### config.mk
export PLATFORM = sky130hd
export DESIGN_NAME = bcd_clock_calendar_alarm
export DESIGN_NICKNAME = d
export VERILOG_FILES = /design/src/shared/rtc_pkg.sv /design/src/hdl/rtc_calendar.sv
export VERILOG_INCLUDE_DIRS = /design/src /design/src/shared
export SDC_FILE = /design/constraint.sdc
export NUM_CORES = 1
export LEC_CHECK = 0
export BUFFER_PORTS_ARGS = -buffer_cell sky130_fd_sc_hd__clkbuf_2
export CAP_MARGIN = 20
export CELL_PAD_IN_SITES_DETAIL_PLACEMENT = 1
export CELL_PAD_IN_SITES_GLOBAL_PLACEMENT = 2
export CORE_MARGIN = 3
export CORE_UTILIZATION = 38
export CTS_BUF_LIST = sky130_fd_sc_hd__clkbuf_4 sky130_fd_sc_hd__clkbuf_8 sky130_fd_sc_hd__clkbuf_16
export DETAILED_ROUTE_END_ITERATION = 16
export PLACE_DENSITY_LB_ADDON = 0.1
export SYNTH_ARGS = -nofsm -noshare
export SYNTH_HDL_FRONTEND = slang
export SYNTH_SLANG_ARGS = --single-unit
### constraint.sdc
create_clock -name mclk -period 8.4 [get_ports mclk]
set_input_delay 1.68 -clock mclk [delete_from_list [all_inputs] [get_ports mclk]]
set_output_delay 1.68 -clock mclk [all_outputs]
set_load 0.02 [all_outputs]
### src/shared/rtc_map.svh
// offsets, field positions, masks and timing counts of the clock/calendar block
// assumes a 250 MHz core clock and a 32.768 kHz time base derived from it
`ifndef RTC_MAP_SVH
`define RTC_MAP_SVH
// ----------------------------------------
// register byte offsets
// ----------------------------------------
`define OFS_CFG 8'h00
`define OFS_PAD 8'h04
`define OFS_ALCFG 8'h08
`define OFS_TWIN 8'h0c
`define OFS_AWIN 8'h10
`define OFS_KEY 8'h14
// ----------------------------------------
// fields and values
// ----------------------------------------
`define BIT_ON 15
`define BIT_UNLOCK 13
`define BIT_SEL 1
`define KEY_FIRST 8'h55
`define KEY_SECOND 8'haa
`define MSK_SE 8'h7f
`define MSK_MI 8'h7f
`define MSK_HR 8'h3f
`define MSK_WD 8'h07
`define MSK_DY 8'h3f
`define MSK_MO 8'h1f
`define MSK_YR 8'hff
// ----------------------------------------
// timing
// ----------------------------------------
`define CLK_HZ 250000000
`define XTAL_HZ 32768
`define TICK_DIV (`CLK_HZ / `XTAL_HZ)
`define SEC_LAST 17'sd32767
`define HALF_LAST 17'sd16383
`define RIPPLE_TICKS 17'sd8
`endif

### src/shared/rtc_pkg.sv
// types shared by the clock/calendar block
// assumes nothing beyond the map header
package rtc_pkg;
  typedef struct packed {
    logic [7:0] yr;
    logic [7:0] mo;
    logic [7:0] dy;
    logic [7:0] wd;
    logic [7:0] hr;
    logic [7:0] mi;
    logic [7:0] se;
  } cal_t;
  typedef struct packed {
    logic on;
    logic rsv;
    logic unlock;
    logic ripple;
    logic half;
    logic oe;
    logic [1:0] ptr;
    logic [7:0] cal;
  } cfg_t;
  typedef struct packed {
    logic arm;
    logic chime;
    logic [3:0] ival;
    logic [1:0] ptr;
    logic [7:0] rpt;
  } alcfg_t;
  typedef enum logic [1:0] {KEY_IDLE, KEY_GOT55, KEY_OPEN} key_state_t;
endpackage

### src/hdl/rtc_calendar.sv
// bcd clock, calendar and alarm with an apb register slave
// assumes reset is the power-on reset and apb runs on mclk
//
// Implementation choices: the address map and the APB slave port.
`timescale 1ns/1ps
`include "rtc_map.svh"
module bcd_clock_calendar_alarm import rtc_pkg::*; #(
  parameter int TICK_DIV = `TICK_DIV
) (
  // clock and power-on reset
  input wire logic mclk,
  input wire logic reset,
  // apb slave
  input wire logic psel,
  input wire logic penable,
  input wire logic pwrite,
  input wire logic [7:0] paddr,
  input wire logic [31:0] pwdata,
  input wire logic [3:0] pstrb,
  output logic [31:0] prdata,
  output logic pready,
  output logic pslverr,
  // clock output pin
  output logic clk_pin_out,
  output logic clk_pin_oe,
  // pad level select bit for the parallel port
  output logic parallel_input_level_select
);
  // ----------------------------------------
  // helpers
  // ----------------------------------------
  function automatic logic [7:0] bcd_inc(input logic [7:0] v);
    return (v[3:0] == 4'h9) ? {v[7:4] + 4'h1, 4'h0} : {v[7:4], v[3:0] + 4'h1};
  endfunction

  function automatic logic leap(input logic [7:0] y);
    return y[4] ? (y[3:0] == 4'h2 || y[3:0] == 4'h6)
                : (y[3:0] == 4'h0 || y[3:0] == 4'h4 || y[3:0] == 4'h8);
  endfunction

  function automatic logic [7:0] last_day(input logic [7:0] m, input logic [7:0] y);
    if (m == 8'h02) return leap(y) ? 8'h29 : 8'h28;
    if (m == 8'h04 || m == 8'h06 || m == 8'h09 || m == 8'h11) return 8'h30;
    return 8'h31;
  endfunction

  // ----------------------------------------
  // state
  // ----------------------------------------
  cal_t cal_r, cal_nxt, alv_r, alv_nxt;
  cfg_t cfg_r, cfg_nxt;
  alcfg_t al_r, al_nxt;
  key_state_t key_r, key_nxt;
  logic pad_sel_r, pad_ttl_r;
  logic [12:0] div_r;
  logic signed [16:0] cnt_r;
  logic sec_d_r, half_d_r, pulse_r;
  logic [31:0] prdata_r;

  // ----------------------------------------
  // apb decode
  // ----------------------------------------
  wire setup = psel & ~penable;
  wire acc = psel & penable;
  wire wr = acc & pwrite;
  wire rd = acc & ~pwrite;
  wire hit_cfg = paddr == `OFS_CFG;
  wire hit_pad = paddr == `OFS_PAD;
  wire hit_alc = paddr == `OFS_ALCFG;
  wire hit_tw = paddr == `OFS_TWIN;
  wire hit_aw = paddr == `OFS_AWIN;
  wire hit_key = paddr == `OFS_KEY;
  wire hit_any = hit_cfg | hit_pad | hit_alc | hit_tw | hit_aw | hit_key;
  wire tw_wr = wr & hit_tw & cfg_r.unlock;
  wire tw_wr_hi = tw_wr & pstrb[1];
  wire aw_wr = wr & hit_aw;
  wire tw_dec = tw_wr_hi | (rd & hit_tw);
  wire aw_dec = (aw_wr & pstrb[1]) | (rd & hit_aw);
  wire sec_clear = tw_wr & pstrb[0] & cfg_r.ptr == 2'b00;
  wire key_open = key_r == KEY_OPEN;

  assign pready = 1'b1;
  assign pslverr = acc & ~hit_any;
  assign prdata = prdata_r;

  // ----------------------------------------
  // time base and trim
  // ----------------------------------------
  wire xt_tick = cfg_r.on & div_r == 13'(TICK_DIV - 1);
  wire sec_tick = xt_tick & cnt_r == `SEC_LAST;
  wire half_tick = xt_tick & cnt_r == `HALF_LAST;
  wire min_wrap = sec_tick & cal_r.se == 8'h59;
  // a negative start stretches the minute, a positive one shortens it
  wire signed [16:0] trim_start = {{7{cfg_r.cal[7]}}, cfg_r.cal, 2'b00};
  wire half_now = cnt_r > `HALF_LAST;
  wire ripple_now = cfg_r.on & cnt_r >= (`SEC_LAST - `RIPPLE_TICKS);

  always_ff @(posedge mclk) begin
    if (reset | sec_clear | xt_tick) begin
      div_r <= 13'h0;
    end else if (cfg_r.on) begin
      div_r <= div_r + 13'h1;
    end
  end

  always_ff @(posedge mclk) begin
    if (reset | sec_clear) begin
      cnt_r <= 17'sd0;
    end else if (sec_tick) begin
      cnt_r <= min_wrap ? trim_start : 17'sd0;
    end else if (xt_tick) begin
      cnt_r <= cnt_r + 17'sd1;
    end
  end

  // ----------------------------------------
  // calendar
  // ----------------------------------------
  logic [15:0] tw_old;
  logic [15:0] tw_new;
  always_comb begin
    cal_nxt = cal_r;
    if (sec_tick) begin
      cal_nxt.se = bcd_inc(cal_r.se);
      if (cal_r.se == 8'h59) begin
        cal_nxt.se = 8'h00;
        cal_nxt.mi = bcd_inc(cal_r.mi);
        if (cal_r.mi == 8'h59) begin
          cal_nxt.mi = 8'h00;
          cal_nxt.hr = bcd_inc(cal_r.hr);
          if (cal_r.hr == 8'h23) begin
            cal_nxt.hr = 8'h00;
            cal_nxt.wd = (cal_r.wd >= 8'h06) ? 8'h00 : cal_r.wd + 8'h01;
            cal_nxt.dy = bcd_inc(cal_r.dy);
            if (cal_r.dy >= last_day(cal_r.mo, cal_r.yr)) begin
              cal_nxt.dy = 8'h01;
              cal_nxt.mo = bcd_inc(cal_r.mo);
              if (cal_r.mo == 8'h12) begin
                cal_nxt.mo = 8'h01;
                cal_nxt.yr = (cal_r.yr == 8'h99) ? 8'h00 : bcd_inc(cal_r.yr);
              end
            end
          end
        end
      end
    end
    tw_old = 16'h0;
    unique case (cfg_r.ptr)
      2'b00: tw_old = {cal_nxt.mi, cal_nxt.se};
      2'b01: tw_old = {cal_nxt.wd, cal_nxt.hr};
      2'b10: tw_old = {cal_nxt.mo, cal_nxt.dy};
      2'b11: tw_old = {8'h00, cal_nxt.yr};
    endcase
    tw_new = {pstrb[1] ? pwdata[15:8] : tw_old[15:8], pstrb[0] ? pwdata[7:0] : tw_old[7:0]};
    if (tw_wr) begin
      unique case (cfg_r.ptr)
        2'b00: begin
          cal_nxt.mi = tw_new[15:8] & `MSK_MI;
          cal_nxt.se = tw_new[7:0] & `MSK_SE;
        end
        2'b01: begin
          cal_nxt.wd = tw_new[15:8] & `MSK_WD;
          cal_nxt.hr = tw_new[7:0] & `MSK_HR;
        end
        2'b10: begin
          cal_nxt.mo = tw_new[15:8] & `MSK_MO;
          cal_nxt.dy = tw_new[7:0] & `MSK_DY;
        end
        2'b11: cal_nxt.yr = tw_new[7:0] & `MSK_YR;
      endcase
    end
  end

  always_ff @(posedge mclk) begin
    if (reset) begin
      cal_r <= '0;
    end else begin
      cal_r <= cal_nxt;
    end
  end

  // ----------------------------------------
  // alarm match, checked the cycle after the calendar steps
  // ----------------------------------------
  wire m_s1 = alv_r.se[3:0] == cal_r.se[3:0];
  wire m_s = alv_r.se == cal_r.se;
  wire m_m1 = alv_r.mi[3:0] == cal_r.mi[3:0];
  wire m_m = alv_r.mi == cal_r.mi;
  wire m_h = alv_r.hr == cal_r.hr;
  wire m_w = alv_r.wd == cal_r.wd;
  wire m_d = alv_r.dy == cal_r.dy;
  wire m_mo = alv_r.mo == cal_r.mo;
  logic match;
  always_comb begin
    unique case (al_r.ival)
      4'h0: match = 1'b1;
      4'h1: match = 1'b1;
      4'h2: match = m_s1;
      4'h3: match = m_s;
      4'h4: match = m_s & m_m1;
      4'h5: match = m_s & m_m;
      4'h6: match = m_s & m_m & m_h;
      4'h7: match = m_s & m_m & m_h & m_w;
      4'h8: match = m_s & m_m & m_h & m_d;
      4'h9: match = m_s & m_m & m_h & m_d & m_mo;
      default: match = 1'b0;
    endcase
  end
  wire ev_tick = sec_d_r | (half_d_r & al_r.ival == 4'h0);
  wire alarm_ev = al_r.arm & ev_tick & match;

  // ----------------------------------------
  // alarm config and values
  // ----------------------------------------
  logic [15:0] aw_old;
  logic [15:0] aw_new;
  always_comb begin
    al_nxt = al_r;
    if (alarm_ev) begin
      al_nxt.rpt = al_r.rpt - 8'h01;
      if (al_r.rpt == 8'h00) begin
        al_nxt.rpt = al_r.chime ? 8'hff : 8'h00;
        al_nxt.arm = al_r.chime;
      end
    end
    if (wr & hit_alc & pstrb[1]) begin
      al_nxt.arm = pwdata[15];
      al_nxt.chime = pwdata[14];
      al_nxt.ival = pwdata[13:10];
      al_nxt.ptr = pwdata[9:8];
    end
    if (wr & hit_alc & pstrb[0]) begin
      al_nxt.rpt = pwdata[7:0];
    end
    if (aw_dec & al_r.ptr != 2'b00) begin
      al_nxt.ptr = al_r.ptr - 2'b01;
    end
    alv_nxt = alv_r;
    aw_old = 16'h0;
    unique case (al_r.ptr)
      2'b00: aw_old = {alv_r.mi, alv_r.se};
      2'b01: aw_old = {alv_r.wd, alv_r.hr};
      2'b10: aw_old = {alv_r.mo, alv_r.dy};
      2'b11: aw_old = 16'h0;
    endcase
    aw_new = {pstrb[1] ? pwdata[15:8] : aw_old[15:8], pstrb[0] ? pwdata[7:0] : aw_old[7:0]};
    if (aw_wr) begin
      unique case (al_r.ptr)
        2'b00: begin
          alv_nxt.mi = aw_new[15:8] & `MSK_MI;
          alv_nxt.se = aw_new[7:0] & `MSK_SE;
        end
        2'b01: begin
          alv_nxt.wd = aw_new[15:8] & `MSK_WD;
          alv_nxt.hr = aw_new[7:0] & `MSK_HR;
        end
        2'b10: begin
          alv_nxt.mo = aw_new[15:8] & `MSK_MO;
          alv_nxt.dy = aw_new[7:0] & `MSK_DY;
        end
        2'b11: alv_nxt = alv_r;
      endcase
    end
  end

  // ----------------------------------------
  // configuration, unlock and pad
  // ----------------------------------------
  always_comb begin
    cfg_nxt = cfg_r;
    cfg_nxt.rsv = 1'b0;
    cfg_nxt.half = half_now;
    cfg_nxt.ripple = ripple_now;
    if (wr & hit_cfg & pstrb[1]) begin
      // a set needs the key window, a clear is always taken
      cfg_nxt.unlock = pwdata[`BIT_UNLOCK] & (cfg_r.unlock | key_open);
      if (cfg_r.unlock) begin
        cfg_nxt.on = pwdata[`BIT_ON];
      end
      cfg_nxt.oe = pwdata[10];
      cfg_nxt.ptr = pwdata[9:8];
    end
    if (wr & hit_cfg & pstrb[0]) begin
      cfg_nxt.cal = pwdata[7:0];
    end
    if (tw_dec & cfg_r.ptr != 2'b00) begin
      cfg_nxt.ptr = cfg_r.ptr - 2'b01;
    end
    // the key window lasts exactly one following transfer
    key_nxt = key_r;
    if (acc) begin
      key_nxt = KEY_IDLE;
      if (wr & hit_key & pwdata[7:0] == `KEY_FIRST) begin
        key_nxt = KEY_GOT55;
      end else if (wr & hit_key & key_r == KEY_GOT55 & pwdata[7:0] == `KEY_SECOND) begin
        key_nxt = KEY_OPEN;
      end
    end
  end

  // only the power-on reset touches the configuration
  always_ff @(posedge mclk) begin
    if (reset) begin
      cfg_r <= '0;
      al_r <= '0;
      alv_r <= '0;
      key_r <= KEY_IDLE;
      pad_sel_r <= 1'b0;
      pad_ttl_r <= 1'b0;
    end else begin
      cfg_r <= cfg_nxt;
      al_r <= al_nxt;
      alv_r <= alv_nxt;
      key_r <= key_nxt;
      if (wr & hit_pad & pstrb[0]) begin
        pad_sel_r <= pwdata[`BIT_SEL];
        pad_ttl_r <= pwdata[0];
      end
    end
  end

  // ----------------------------------------
  // read data, alarm pulse, pin
  // ----------------------------------------
  wire [15:0] cfg_rd = {cfg_r.on, 1'b0, cfg_r.unlock, ripple_now, half_now, cfg_r.oe, cfg_r.ptr, cfg_r.cal};
  wire [15:0] rd_mux = hit_cfg ? cfg_rd :
                       hit_pad ? {14'h0, pad_sel_r, pad_ttl_r} :
                       hit_alc ? al_r :
                       hit_tw ? tw_old :
                       hit_aw ? aw_old : 16'h0;

  always_ff @(posedge mclk) begin
    if (reset) begin
      prdata_r <= 32'h0;
      sec_d_r <= 1'b0;
      half_d_r <= 1'b0;
      pulse_r <= 1'b0;
    end else begin
      if (setup & ~pwrite) begin
        prdata_r <= {16'h0, rd_mux};
      end
      sec_d_r <= sec_tick;
      half_d_r <= half_tick;
      if (alarm_ev) begin
        pulse_r <= 1'b1;
      end else if (half_tick) begin
        pulse_r <= 1'b0;
      end
    end
  end

  assign clk_pin_oe = cfg_r.oe;
  assign clk_pin_out = cfg_r.oe & (pad_sel_r ? half_now : pulse_r);
  assign parallel_input_level_select = pad_ttl_r;
endmodule // bcd_clock_calendar_alarm

Word level (Yosys, flattened, before mapping)
Cells that the tools add are included. W data, S select, Z words.

Memory bits (read-only): 0. Bits in latches: 0. Output and inout port bits: 37. Register bits: 172. Logic and storage cells: 265. Memories kept: 0. Input port bits: 49. RAM bits: 0.

Multiplexer cells: 70. Add/sub/neg operators: 18. Shifts and indexed selects: 0. Equal/unequal tests: 55. Divide/modulo/power cells: 0. Reductions and logical operators: 27. Bitwise logic cells: 59. Multipliers: 0. $lt $le $gt $ge: 4.

Operators by type and width (number): $mux W8 (23); $mux W56 (3); $mux W16 (9); $pmux W16 S4 (2); $mux W17 (3); $add A4 B1 Y4 const B (12); $mux W48 (1); $and A1 B1 Y1 (45); $mux W40 (1); $eq A4 B4 Y1 const B (9); $eq A8 B5 Y1 const B (4); $eq A4 B3 Y1 const B (6); $eq A8 B3 Y1 const B (3); $eq A8 B4 Y1 const B (3); $eq A8 B7 Y1 const B (3); $mux W24 (1); $mux W7 (3); $mux W1 (18); $reduce_bool A2 Y1 (9); $add A17 B2 Y17 const B (1); $eq A17 B15 Y1 const B (1); $eq A17 B16 Y1 const B (1); $ge A17 B16 Y1 const B (1); $gt A17 B15 Y1 const B (1); other kinds (29) (70).

Depth between registers and ports, before layout
Gate-level depths: netlist of run 1.

Depth after elaboration: 28. Gate-level depth with buffers: 16. Gate-level depth less buffers: 15.

Worst setup path before layout of run 1
OpenSTA, ideal clock, no wires.

Path kind: in2reg. From: in paddr[1]. To: reg div_r[10]. Required time: 8272 ps. Arrival: 4228 ps. Slack: 4044 ps. Buffers on the path: 4. Cell stages on the path: 12. Library setup time: 128 ps. Path through: or4_1 -> nor2_1 -> and2_0 -> clkbuf_1 -> and4_1 -> clkbuf_1 -> and2_1 -> clkbuf_1 -> a21oi_1 -> nand2_1 -> clkbuf_1 -> nor2_1.

Cells in the longest elaborated chain, start to end: 7.

Ends and longest elaborated chain: from (decl) (RTL line rtc_calendar.sv:17) `input wire logic [7:0] paddr,`; $eq A8 B4 Y1 (no source line); $and A1 B1 Y1 (2 in series) (RTL line rtc_calendar.sv:74) `wire tw_wr = wr & hit_tw & cfg_r.unlock;`; $and A1 B1 Y1 (2 in series) (RTL line rtc_calendar.sv:79) `wire sec_clear = tw_wr & pstrb[0] & cfg_r.ptr == 2'b00;`; $or A1 B1 Y1 (2 in series) (RTL line rtc_calendar.sv:99) `if (reset | sec_clear | xt_tick) begin`; to (signal assigned) (RTL line rtc_calendar.sv:102) `div_r <= div_r + 13'h1;`; to (decl) (RTL line rtc_calendar.sv:55) `logic [12:0] div_r;`.

No other way between the ends. A chain may end at the register's enable or synchronous reset.

Worst setup path in the final report of run 1
From: reg cal_r[49] (netlist name). To: reg cal_r[16] (netlist name).

Cells in the longest elaborated chain, start to end: 23. Elaborated cells on any way between the ends: 33. Those cells by class: order compare (1); eq/ne (6); mux (22); reduce/logical (4).

Ends and longest elaborated chain: from (decl) (RTL line rtc_calendar.sv:50) `cal_t cal_r, cal_nxt, alv_r, alv_nxt;`; from (signal assigned) (RTL line rtc_calendar.sv:178) `cal_r <= cal_nxt;`; $eq A4 B3 Y1 / $logic_not A4 Y1 (equally long branches) (RTL line rtc_calendar.sv:38) `: (y[3:0] == 4'h0 || y[3:0] == 4'h4 || y[3:0] == 4'h8);`; $logic_or A1 B1 Y1 (2 in series) (RTL line rtc_calendar.sv:38); $mux W1 (RTL line rtc_calendar.sv:37) `return y[4] ? (y[3:0] == 4'h2 || y[3:0] == 4'h6)`; $mux W1 (RTL line rtc_calendar.sv:42) `if (m == 8'h02) return leap(y) ? 8'h29 : 8'h28;`; $mux W8 (RTL line rtc_calendar.sv:42); $mux W8 (RTL line rtc_calendar.sv:43) `if (m == 8'h04 || m == 8'h06 || m == 8'h09 || m == 8'h11) return 8'h30;`; $mux W8 (RTL line rtc_calendar.sv:44) `return 8'h31;`; $mux W8 (RTL line rtc_calendar.sv:43); (+6 left out); $mux W40 (*) (RTL line rtc_calendar.sv:131) `if (cal_r.hr == 8'h23) begin`; $mux W48 (*) (RTL line rtc_calendar.sv:128) `if (cal_r.mi == 8'h59) begin`; $mux W56 (*) (RTL line rtc_calendar.sv:125) `if (cal_r.se == 8'h59) begin`; $mux W56 (*) (RTL line rtc_calendar.sv:123) `if (sec_tick) begin`; $pmux W16 S4 (*) (RTL line rtc_calendar.sv:148) `unique case (cfg_r.ptr)`; $mux W8 (*) (RTL line rtc_calendar.sv:154) `tw_new = {pstrb[1] ? pwdata[15:8] : tw_old[15:8], pstrb[0] ? pwdata[7:0] : tw_old[7:0]};`; $mux W16 (*) (RTL line rtc_calendar.sv:156) `unique case (cfg_r.ptr)`; $mux W56 (*) (RTL line rtc_calendar.sv:155) `if (tw_wr) begin`.

Every way passes the cells marked *; elsewhere a longest branch is shown, timed or not. The select of a mux whose other input is x is not followed.

==> impl_metrics.tcl, run 1 <==
set metrics [dict create \
    n_antenna_cell 0 \
    synth_top_area_share 0.3171 \
    rsz0062_at_grt "no" \
    grt_usage 0.2819 \
    dr.pass1.iters 5 \
    r2r_cells 15 \
    postCtsHoldBufs 0 \
    fmax_mhz 201.6 \
    grt_pass1_vias 10830 \
    crit-reg2reg-launch "cal_r[49]" \
    die_h_um 175.0 \
    cp_slowest_cell "o31ai_1" \
    cts_resized 0 \
    status "complete, no violations" \
    yosys_most_used_dff "dfxtp_1" \
    synthTopCellsByCount "nor2_1, dfxtp_1, nand2_1" \
    yosysWarnings 0 \
    wl_um 43540 \
    route.detailed.drc 0 \
    power_density_mw_per_mm2 144.2 \
    avgViaCountPerCell 6.005 \
    ir_drop_mv 0.1346 \
    grt_max_degree 53 \
    first_iter_violations 883 \
    place.gp.congestion 0.8764 \
    multi_input_area_mm2 0.006875 \
    clk_path_buf_depth 2 \
    stdcell_area_mm2 0.01188 \
    cp_max_fo 10 \
    layout.nets 1523 \
    path_cells "xor2_1 > nor2_1 > o21bai_1 > a21oi_1 > nor2_1 > a31oi_1 > ha_1 > or4b_2 > and4_1 > o21ai_0 > or3_1 > a21oi_1 > o31ai_1 > o21a_1 > o21ai_0" \
    crit_path_start_kind "flop" \
    clk_latency_ns 0.45 \
    period_minus_slack_ns 4.960 \
    grt_pass1_wl_um 66540 \
    worstSetupEndpointType "flop" \
    drv_cap 0 \
    post-route-period-util 0.5905 \
    fp.dieW_um 175.0 \
    finalClockSkew_ns 0.01120 \
    tightest_slew_ns 0.9891 \
    cts-root-buf "clkbuf_16" \
    regArea_mm2 0.003443 \
    synthesis.area_mm2 0.01086 \
    max_stage_delay_ns 0.80 \
    core_area_mm2 0.02801 \
    r2r-end "cal_r[16]" \
    setup_viol 0 \
    fill_cells 3521 \
    synth_edf_count 0 \
    final_layout_size_suffix_gt1_frac 0.09041 \
    holdPathStages 2 \
    clkSinkCount 172 \
    hold_viol_final 0 \
    rows 61 \
    wire_per_inst_um 23.83 \
    io_buffers 50 \
    cp.required_ns 8.71 \
    grt_overflow 0 \
    leakage_uw 0.004366 \
    yosysMostFrequentCell "nor2_1" \
    cts_buffers 17 \
    yosys_register_bits 172 \
    yosysTopAreaCell "dfxtp_1" \
    antenna_found_initial 0 \
    synth_area_leaders "dfxtp_1, nor2_1, o21ai_0" \
    dp_hpwl_um 32940 \
    holdCritStartpoint "pulse_r" \
    initial_core_util 0.3877 \
    rrSetupSlack_ns 3.44 \
    htree_levels 4 \
    cts_setup_buffers 0 \
    relSlewSlack 0.3350 \
    boundaryPins 86 \
    dr_total_vias 10970 \
    min_to "pulse_r" \
    synth.avg_cell_area_um2 7.546 \
    cp.arrival_ns 5.28 \
    synth_cell_type_count 78 \
    placed_area_mm2 0.01131 \
    final_max_slew_viol_count 0 \
    ant_nets 0 \
    synth_cells 1439 \
    clk_pin_slew_ns 0.07 \
    die-area_mm2 0.03064 \
    holdCritPathClass "flop to flop" \
    area_delta_synth_final_pct 9.379 \
    tritoncts "built" \
    crit_type "flop to flop" \
    finalSetupTns_ns 0 \
    async_flop_share 0 \
    ys_seq_area_frac 0.3171 \
]
[power by group]
part	switching, uW	leakage, uW	internal (uW)
Sequential	3.07	0.00139	818
Clock	374	0.000269	426
Combinational	70.6	0.00271	21.8
Total	448	0.00437	1270
[worst max-delay path, delay by kind of cell (launching register included)]
kind                     cells  cell delay (ns)
XOR/XNOR                     1             0.18
flip-flops                   1             0.54
AO/OA/AOI/OAI                8             2.41
adder cells (fa/ha/maj)      1             0.28
AND/OR/NAND/NOR              5             1.40
[area by class of cell]
cell class	count	share of cell area
Timing Repair Buffer	67	0.03202
Sequential cell	172	0.2899
Clock inverter	12	0.009586
Clock buffer	19	0.03813
Inverter	37	0.01169
Multi-Input combinational cell	1142	0.5788
Tap cell	378	0.03982
[per-layer routing]
layer / vias up / track usage / wire length [um]
met4: 0 / 0.09009 / 1291
met5: - / 0 / 0
met1: 5475 / 0.3885 / 20300
met2: 268 / 0.4512 / 19820
li1: 5167 / - / -
met3: 61 / 0.04628 / 2126
[worst max-delay path by stage]
stage,from,to,depth (start not counted)
2_1_floorplan,paddr[1],div_r[10],12
4_1_cts,cal_r[49],cal_r[16],15
6_report,cal_r[49],cal_r[16],15
5_1_grt,cal_r[49],cal_r[17],15
3_5_place_dp,paddr[1],div_r[10],9
3_3_place_gp,paddr[1],div_r[1],9
[kinds of logic (layout without fill, tap and decap cells)]
group / after synthesis / count (layout) / synth area share
compound gates: 377 / 377 / 0.2195
xor+xnor: 58 / 58 / 0.04678
fa+ha+maj: 37 / 37 / 0.04263
buf+inv: 140 / 135 / 0.05600
flops: 172 / 172 / 0.3171
mux: 41 / 41 / 0.03871
other cells: 2 / 17 / 0.0006916
simple gates: 612 / 612 / 0.2786
[registers in the layout, summed over array words and instances, names as in the netlist]
name / flops
prdata: 16
half_d_r: 1
clk_pin_oe: 1
cfg_r: 12
cal_r: 56
alv_r: 34
key_r: 2
cnt_r: 17
parallel_input_level_select: 1
pad_sel_r: 1
sec_d_r: 1
div_r: 13
al_r: 16
pulse_r: 1
[metrics by stage]
step / hold slack [ns] / setup WS (ns) / cells / power [uW] / utilization
2_1_floorplan: 0.4357 / 4.044 / 1454 / 895.1 / -
3_3_place_gp: 0.4508 / 3.309 / 1796 / 930.7 / 0.4038
3_5_place_dp: 0.4598 / 3.220 / 1796 / 931.0 / 0.4038
4_1_cts: 0.4691 / 3.626 / 1827 / 1723 / 0.4240
5_1_grt: 0.5017 / 3.307 / 1827 / 1760 / 0.4240
6_report: 0.4664 / 3.440 / 1827 / 1713 / 0.4240
[cell usage in the layout, fill, tap and decap left out, types with 31 or more instances in the layout]
| cell | Yosys | layout |
|---|---|---|
| o21ai_0 | 103 | 103 |
| nor2_1 | 192 | 192 |
| nor3_1 | 56 | 56 |
| inv_1 | 36 | 36 |
| ha_1 | 37 | 37 |
| xor2_1 | 32 | 32 |
| a21oi_1 | 102 | 102 |
| clkbuf_2 | 1 | 49 |
| nand2_1 | 128 | 128 |
| dfxtp_1 | 172 | 172 |
| and3_1 | 31 | 31 |
| nand3_1 | 50 | 50 |
| mux2i_1 | 33 | 33 |
Power figures use the tool's default switching activity.
==> inputs of run 2 (changes only) <==
Settings changed: CORE_UTILIZATION 38 to 36.
Clock period 8.4 ns to 4.7 ns, I/O delays scaled along.
==> run 2 against run 1 <==
  * Final cell count rose by 1.9%
  * Power grew 81%
  * Global-route usage shrank 1.1 points
  * Die area up 5.4%
  * Cell area rose by 1.8%
  * Highest routed layer unchanged
  * Maximum frequency up 17%
  * Largest power group unchanged
  * Count of clock-buffer cells in the layout is 2 lower
==> impl_metrics.tcl, run 2 (same netlist as run 1, synthesis figures left out) <==
set metrics [dict create \
    status "complete, no violations" \
    rows 62 \
    crit_type "flop to flop" \
    power_density_mw_per_mm2 256.6 \
    min_to "pulse_r" \
    relSlewSlack 0.3955 \
    finalSetupTns_ns 0 \
    power.internal_uw 2254 \
    final_layout_size_suffix_gt1_frac 0.1077 \
    place.gp.congestion 0.9044 \
    rsz0062_at_grt "no" \
    boundaryPins 86 \
    die_h_um 179.7 \
    startpoint "cal_r[49]" \
    finalClockSkew_ns 0.01508 \
    clkSinkCount 172 \
    tritoncts "built" \
    fill_cells 3627 \
    cts_resized 0 \
    dp_hpwl_um 34070 \
    clk_latency_ns 0.46 \
    placed_area_mm2 0.01152 \
    regMostFlops "cal_r" \
    clk_path_buf_depth 2 \
    max_stage_delay_ns 0.68 \
    r2r-end "cal_r[51]" \
    drv_cap 0 \
    leakage_uw 0.004518 \
    seq_power_share 0.473 \
    core_area_mm2 0.02925 \
    dr.pass1.iters 5 \
    layout_commonest_cell "nor2_1" \
    period_minus_slack_ns 4.226 \
    tightest_slew_ns 0.9067 \
    regArea_mm2 0.003443 \
    grt_pass1_vias 10990 \
    dr_total_vias 11060 \
    p_switching_uw 849.4 \
    antenna_found_initial 0 \
    holdPathStages 2 \
    ir_drop_mv 0.2091 \
    crit_path_start_kind "flop" \
    swShare 0.2737 \
    holdCritPathClass "flop to flop" \
    r2r_cells 15 \
    final_max_slew_viol_count 0 \
    stdcell_area_mm2 0.01210 \
    reg.largest.list "cal_r x56, alv_r x34, cnt_r x17" \
    htree_levels 4 \
    crit_top_cell "nor2_1" \
    multi_input_area_mm2 0.006875 \
    cts_setup_buffers 0 \
    hold_viol_final 0 \
    wire_per_inst_um 24.14 \
    first_iter_violations 758 \
    post-route-period-util 0.8992 \
    p_clk_frac 0.473 \
    grt_max_degree 59 \
    ant_nets 0 \
    holdCritStartpoint "pulse_r" \
    fp.dieW_um 179.7 \
    worstSetupEndpointType "flop" \
    area_delta_synth_final_pct 11.40 \
    initial_core_util 0.3713 \
    pwr-share-comb 0.054 \
    route.detailed.drc 0 \
    cp.required_ns 5.05 \
    fmax_mhz 236.6 \
    cp_max_fo 5 \
    cts-root-buf "clkbuf_16" \
    postCtsHoldBufs 0 \
    grt_usage 0.2709 \
    path_cells "xor2_1 > nor2_1 > o21bai_1 > a21oi_1 > nor2_1 > a31oi_1 > ha_1 > or4b_2 > nand4_1 > a21boi_0 > nand3_2 > mux2_1 > a221o_1 > or4_1 > and3_1" \
    cts_buffers 17 \
    die-area_mm2 0.03228 \
    wl_um 44930 \
    grt_overflow 0 \
    largest_register_ffs 56 \
    clk_pin_slew_ns 0.07 \
    cp_slowest_cell "or4b_2" \
    setup_viol 0 \
    cp.arrival_ns 4.57 \
    n_antenna_cell 0 \
    mostFrequentLayoutCells "nor2_1, dfxtp_1, nand2_1" \
    avgViaCountPerCell 5.942 \
    rrSetupSlack_ns 0.47 \
    crit-reg2reg-launch "cal_r[49]" \
    grt_pass1_wl_um 68500 \
    io_buffers 50 \
    layout.nets 1550 \
]
-- run 2: final cells by class --
type | instances | share of cell area
repair buffers | 94 | 0.04820
inverters | 37 | 0.01148
well taps | 384 | 0.03972
clock inverters | 15 | 0.01241
multi-input cells | 1142 | 0.5684
flip-flops and latches | 172 | 0.2847
clock buffers | 17 | 0.03517
-- run 2: through the flow --
| step | setup slack (ns) | utilization | hold WS, ns | cells | total power [uW] |
|---|---|---|---|---|---|
| after floorplan | 0.8905 | - | 0.4357 | 1454 | 1600 |
| after CTS | 0.5278 | 0.4136 | 0.4602 | 1861 | 3124 |
| final | 0.4736 | 0.4136 | 0.4627 | 1861 | 3103 |
| after detailed placement | 0.5633 | 0.3939 | 0.4513 | 1829 | 1668 |
| after global routing | 0.2272 | 0.4136 | 0.4809 | 1861 | 3199 |
| after global placement | 0.5447 | 0.3939 | 0.4462 | 1829 | 1667 |
-- run 2: worst max-delay path: cells and delay by family, from the launching register on --
kind	cells	cell delay (ns)
simple gates	7	1.93
compound gates	5	1.02
flops	1	0.39
mux	1	0.33
fa+ha+maj	1	0.28
xor+xnor	1	0.17
-- run 2: worst max path at each step --
stage / cells after the start / endpoint / slack [ns]
finish: 15 / cal_r[51] / 0.47
global route: 13 / cal_r[26] / 0.23
detailed placement: 15 / cal_r[51] / 0.56
floorplan: 16 / cal_r[51] / 0.89
CTS: 15 / cal_r[51] / 0.53
global placement: 15 / cal_r[51] / 0.54
-- run 2: metal layers --
metal / vias up / routed length (um) / GRT usage
met5: - / 0 / 0
met4: 0 / 763 / 0.06250
met3: 35 / 1648 / 0.03537
met2: 229 / 20620 / 0.4429
met1: 5567 / 21890 / 0.3813
li1: 5227 / - / -
-- run 2: power by group through the flow --
stage	registers, uW	clock network, uW	logic [uW]
global route	1470	1550	179
detailed placement	1500	0	166
finish	1470	1470	169
floorplan	1500	0	95.5
global placement	1500	0	166
CTS	1470	1490	166
==> inputs of run 3 (changes only) <==
--- a/config.mk
+++ b/config.mk
@@ -13,3 +13,3 @@
 export CORE_MARGIN = 3
-export CORE_UTILIZATION = 36
+export CORE_UTILIZATION = 38
 export CTS_BUF_LIST = sky130_fd_sc_hd__clkbuf_4 sky130_fd_sc_hd__clkbuf_8 sky130_fd_sc_hd__clkbuf_16
==> constraint.sdc (replaced) <==
create_clock -name mclk -period 5 [get_ports mclk]
set_input_delay 0.25 -clock mclk [delete_from_list [all_inputs] [get_ports mclk]]
set_output_delay 0.25 -clock mclk [all_outputs]
set_load 0.02 [all_outputs]
==> run 3 against run 2 <==
  * Die area is 5.1% lower
  * First-iteration DRC count up 15%
  * Routed wire length is 2.8% lower
  * Non-clock buffer count decreased by 20
  * Power fell by 7.0%
  * Sequential share of layout area increased by 0.38 points
  * Clock power down 8%
  * Setup slack got worse by 0.036 ns
  * Count of clock-buffer cells in the layout grew 1
  * Sequential cell count unchanged
  * Final cell count shrank 1.5%
  * Largest cell class unchanged
==> impl_metrics.tcl, run 3 (same netlist as run 1, synthesis figures left out) <==
set metrics [dict create \
    cts_setup_buffers 0 \
    relSlewSlack 0.3625 \
    setup_viol 0 \
    final_layout_size_suffix_gt1_frac 0.09478 \
    fp.dieW_um 175.0 \
    io_buffers 50 \
    finalSetupTns_ns 0 \
    n_antenna_cell 0 \
    clk_pin_slew_ns 0.07 \
    worstSetupEndpointType "flop" \
    finalWorstSetupSlack_ns 0.4373 \
    grt_overflow 0 \
    cts-root-buf "clkbuf_16" \
    clk_latency_ns 0.46 \
    tritoncts "built" \
    regMostFlops "cal_r" \
    first_iter_violations 869 \
    clkSinkCount 172 \
    post-route-period-util 0.9125 \
    grt_usage 0.2831 \
    largest_register_ffs 56 \
    period_minus_slack_ns 4.563 \
    layout.nets 1530 \
    ir_drop_mv 0.2383 \
    place.gp.congestion 0.8824 \
    wl_um 43650 \
    postCtsHoldBufs 0 \
    finalClockSkew_ns 0.01856 \
    dr.pass1.iters 5 \
    crit_path_start_kind "flop" \
    max_stage_delay_ns 0.68 \
    whs_ns 0.06122 \
    tightest_slew_ns 0.9563 \
    cts_buffers 17 \
    drv_cap 0 \
    crit_type "flop to flop" \
    avgViaCountPerCell 6.015 \
    rows 61 \
    cts_resized 0 \
    antenna_found_initial 1 \
    htree_levels 4 \
    crit_top_cell "nor2_1" \
    rsz0062_at_grt "no" \
    fill_cells 3509 \
    final_max_slew_viol_count 0 \
    cp.required_ns 5.39 \
    boundaryPins 86 \
    core_area_mm2 0.02801 \
    cp.arrival_ns 4.95 \
    cp_slowest_cell "or4b_2" \
    layout_commonest_cell "nor2_1" \
    initial_core_util 0.3877 \
    dr_total_vias 11030 \
    fmax_mhz 219.2 \
    clk_path_buf_depth 2 \
    die_h_um 175.0 \
    status "complete, no violations" \
    grt_pass1_wl_um 66520 \
    area_delta_synth_final_pct 9.909 \
    grt_pass1_vias 10750 \
    holdCritPathClass "input port to flop" \
    route.detailed.drc 0 \
    ant_nets 0 \
    reg.largest.list "cal_r x56, alv_r x34, cnt_r x17" \
    hold_viol_final 0 \
    path_cells "xor2_1 > nor2_1 > o21bai_1 > a21oi_1 > nor2_1 > a31oi_1 > ha_1 > or4b_2 > and4_1 > o21ai_0 > nor3_1 > mux2i_1 > o21ai_0 > a21oi_1 > nor2_1" \
    power_density_mw_per_mm2 241.9 \
    leakage_uw 0.004393 \
    cp_max_fo 10 \
    grt_max_degree 57 \
    place_ws_ns 0.5705 \
    mostFrequentLayoutCells "nor2_1, dfxtp_1, nand2_1" \
    wire_per_inst_um 23.80 \
    dp_hpwl_um 32910 \
    die-area_mm2 0.03064 \
]
-- run 3: cell count changes in the layout (fill, tap and decap cells not counted) --
| cell | change |
|---|---|
| buf_4 | -20 |
| clkbuf_8 | +1 |
| inv_6 | -5 |
| clkinv_4 | -1 |
| clkinvlp_4 | +6 |
| clkinv_2 | -2 |
-- run 3: per-layer routing --
layer,track usage,up-vias,share of wire
met5,0,-,0.00039
met4,0.08311,2,0.026
met3,0.04998,63,0.057
met2,0.4456,297,0.45
met1,0.3971,5507,0.47
li1,-,5163,-
-- run 3: cell type report --
| type | instances | area, um^2 | share of cell area |
|---|---|---|---|
| inverters | 37 | 138.9 | 0.01164 |
| flip-flops and latches | 172 | 3443 | 0.2885 |
| well taps | 378 | 473.0 | 0.03963 |
| clock buffers | 18 | 439.2 | 0.03680 |
| clock inverters | 13 | 132.6 | 0.01111 |
| repair buffers | 74 | 432.9 | 0.03627 |
| multi-input cells | 1142 | 6875 | 0.5761 |
-- run 3: per-stage QoR --
| step | instances | cell area (um^2) | utilization | power (uW) |
|---|---|---|---|---|
| floorplan | 1454 | 10920 | - | 1504 |
| global placement | 1803 | 11360 | 0.4057 | 1565 |
| detailed placement | 1803 | 11360 | 0.4057 | 1565 |
| CTS | 1834 | 11940 | 0.4261 | 2900 |
| global route | 1834 | 11940 | 0.4261 | 2972 |
| finish | 1834 | 11940 | 0.4261 | 2887 |
-- run 3: critical path, delay by kind of cell (launching register included) --
kind                     cells  cell delay, ns
AO/OA/AOI/OAI                6            1.84
AND/OR/NAND/NOR              6            1.49
flip-flops                   1            0.51
XOR/XNOR                     1            0.18
adder cells (fa/ha/maj)      1            0.28
multiplexers                 1            0.18
-- run 3: report_power, final --
group / switching, uW / leakage [uW] / total (uW) / internal [uW]
clock network: 643 / 0.000262 / 1350 / 708
registers: 5.30 / 0.00139 / 1380 / 1370
logic: 119 / 0.00275 / 156 / 37.1
total: 767 / 0.00439 / 2890 / 2120
-- run 3: final timing paths --
check | from | endpoint | slack, ns | cells past startpoint
max | cal_r[49] | prdata[13] | 0.44 | 15
min | pwdata[15] | al_r[15] | 0.06 | 3
max reg2reg | cal_r[49] | prdata[13] | 0.44 | 15
min reg2reg | pulse_r | pulse_r | 0.46 | 2
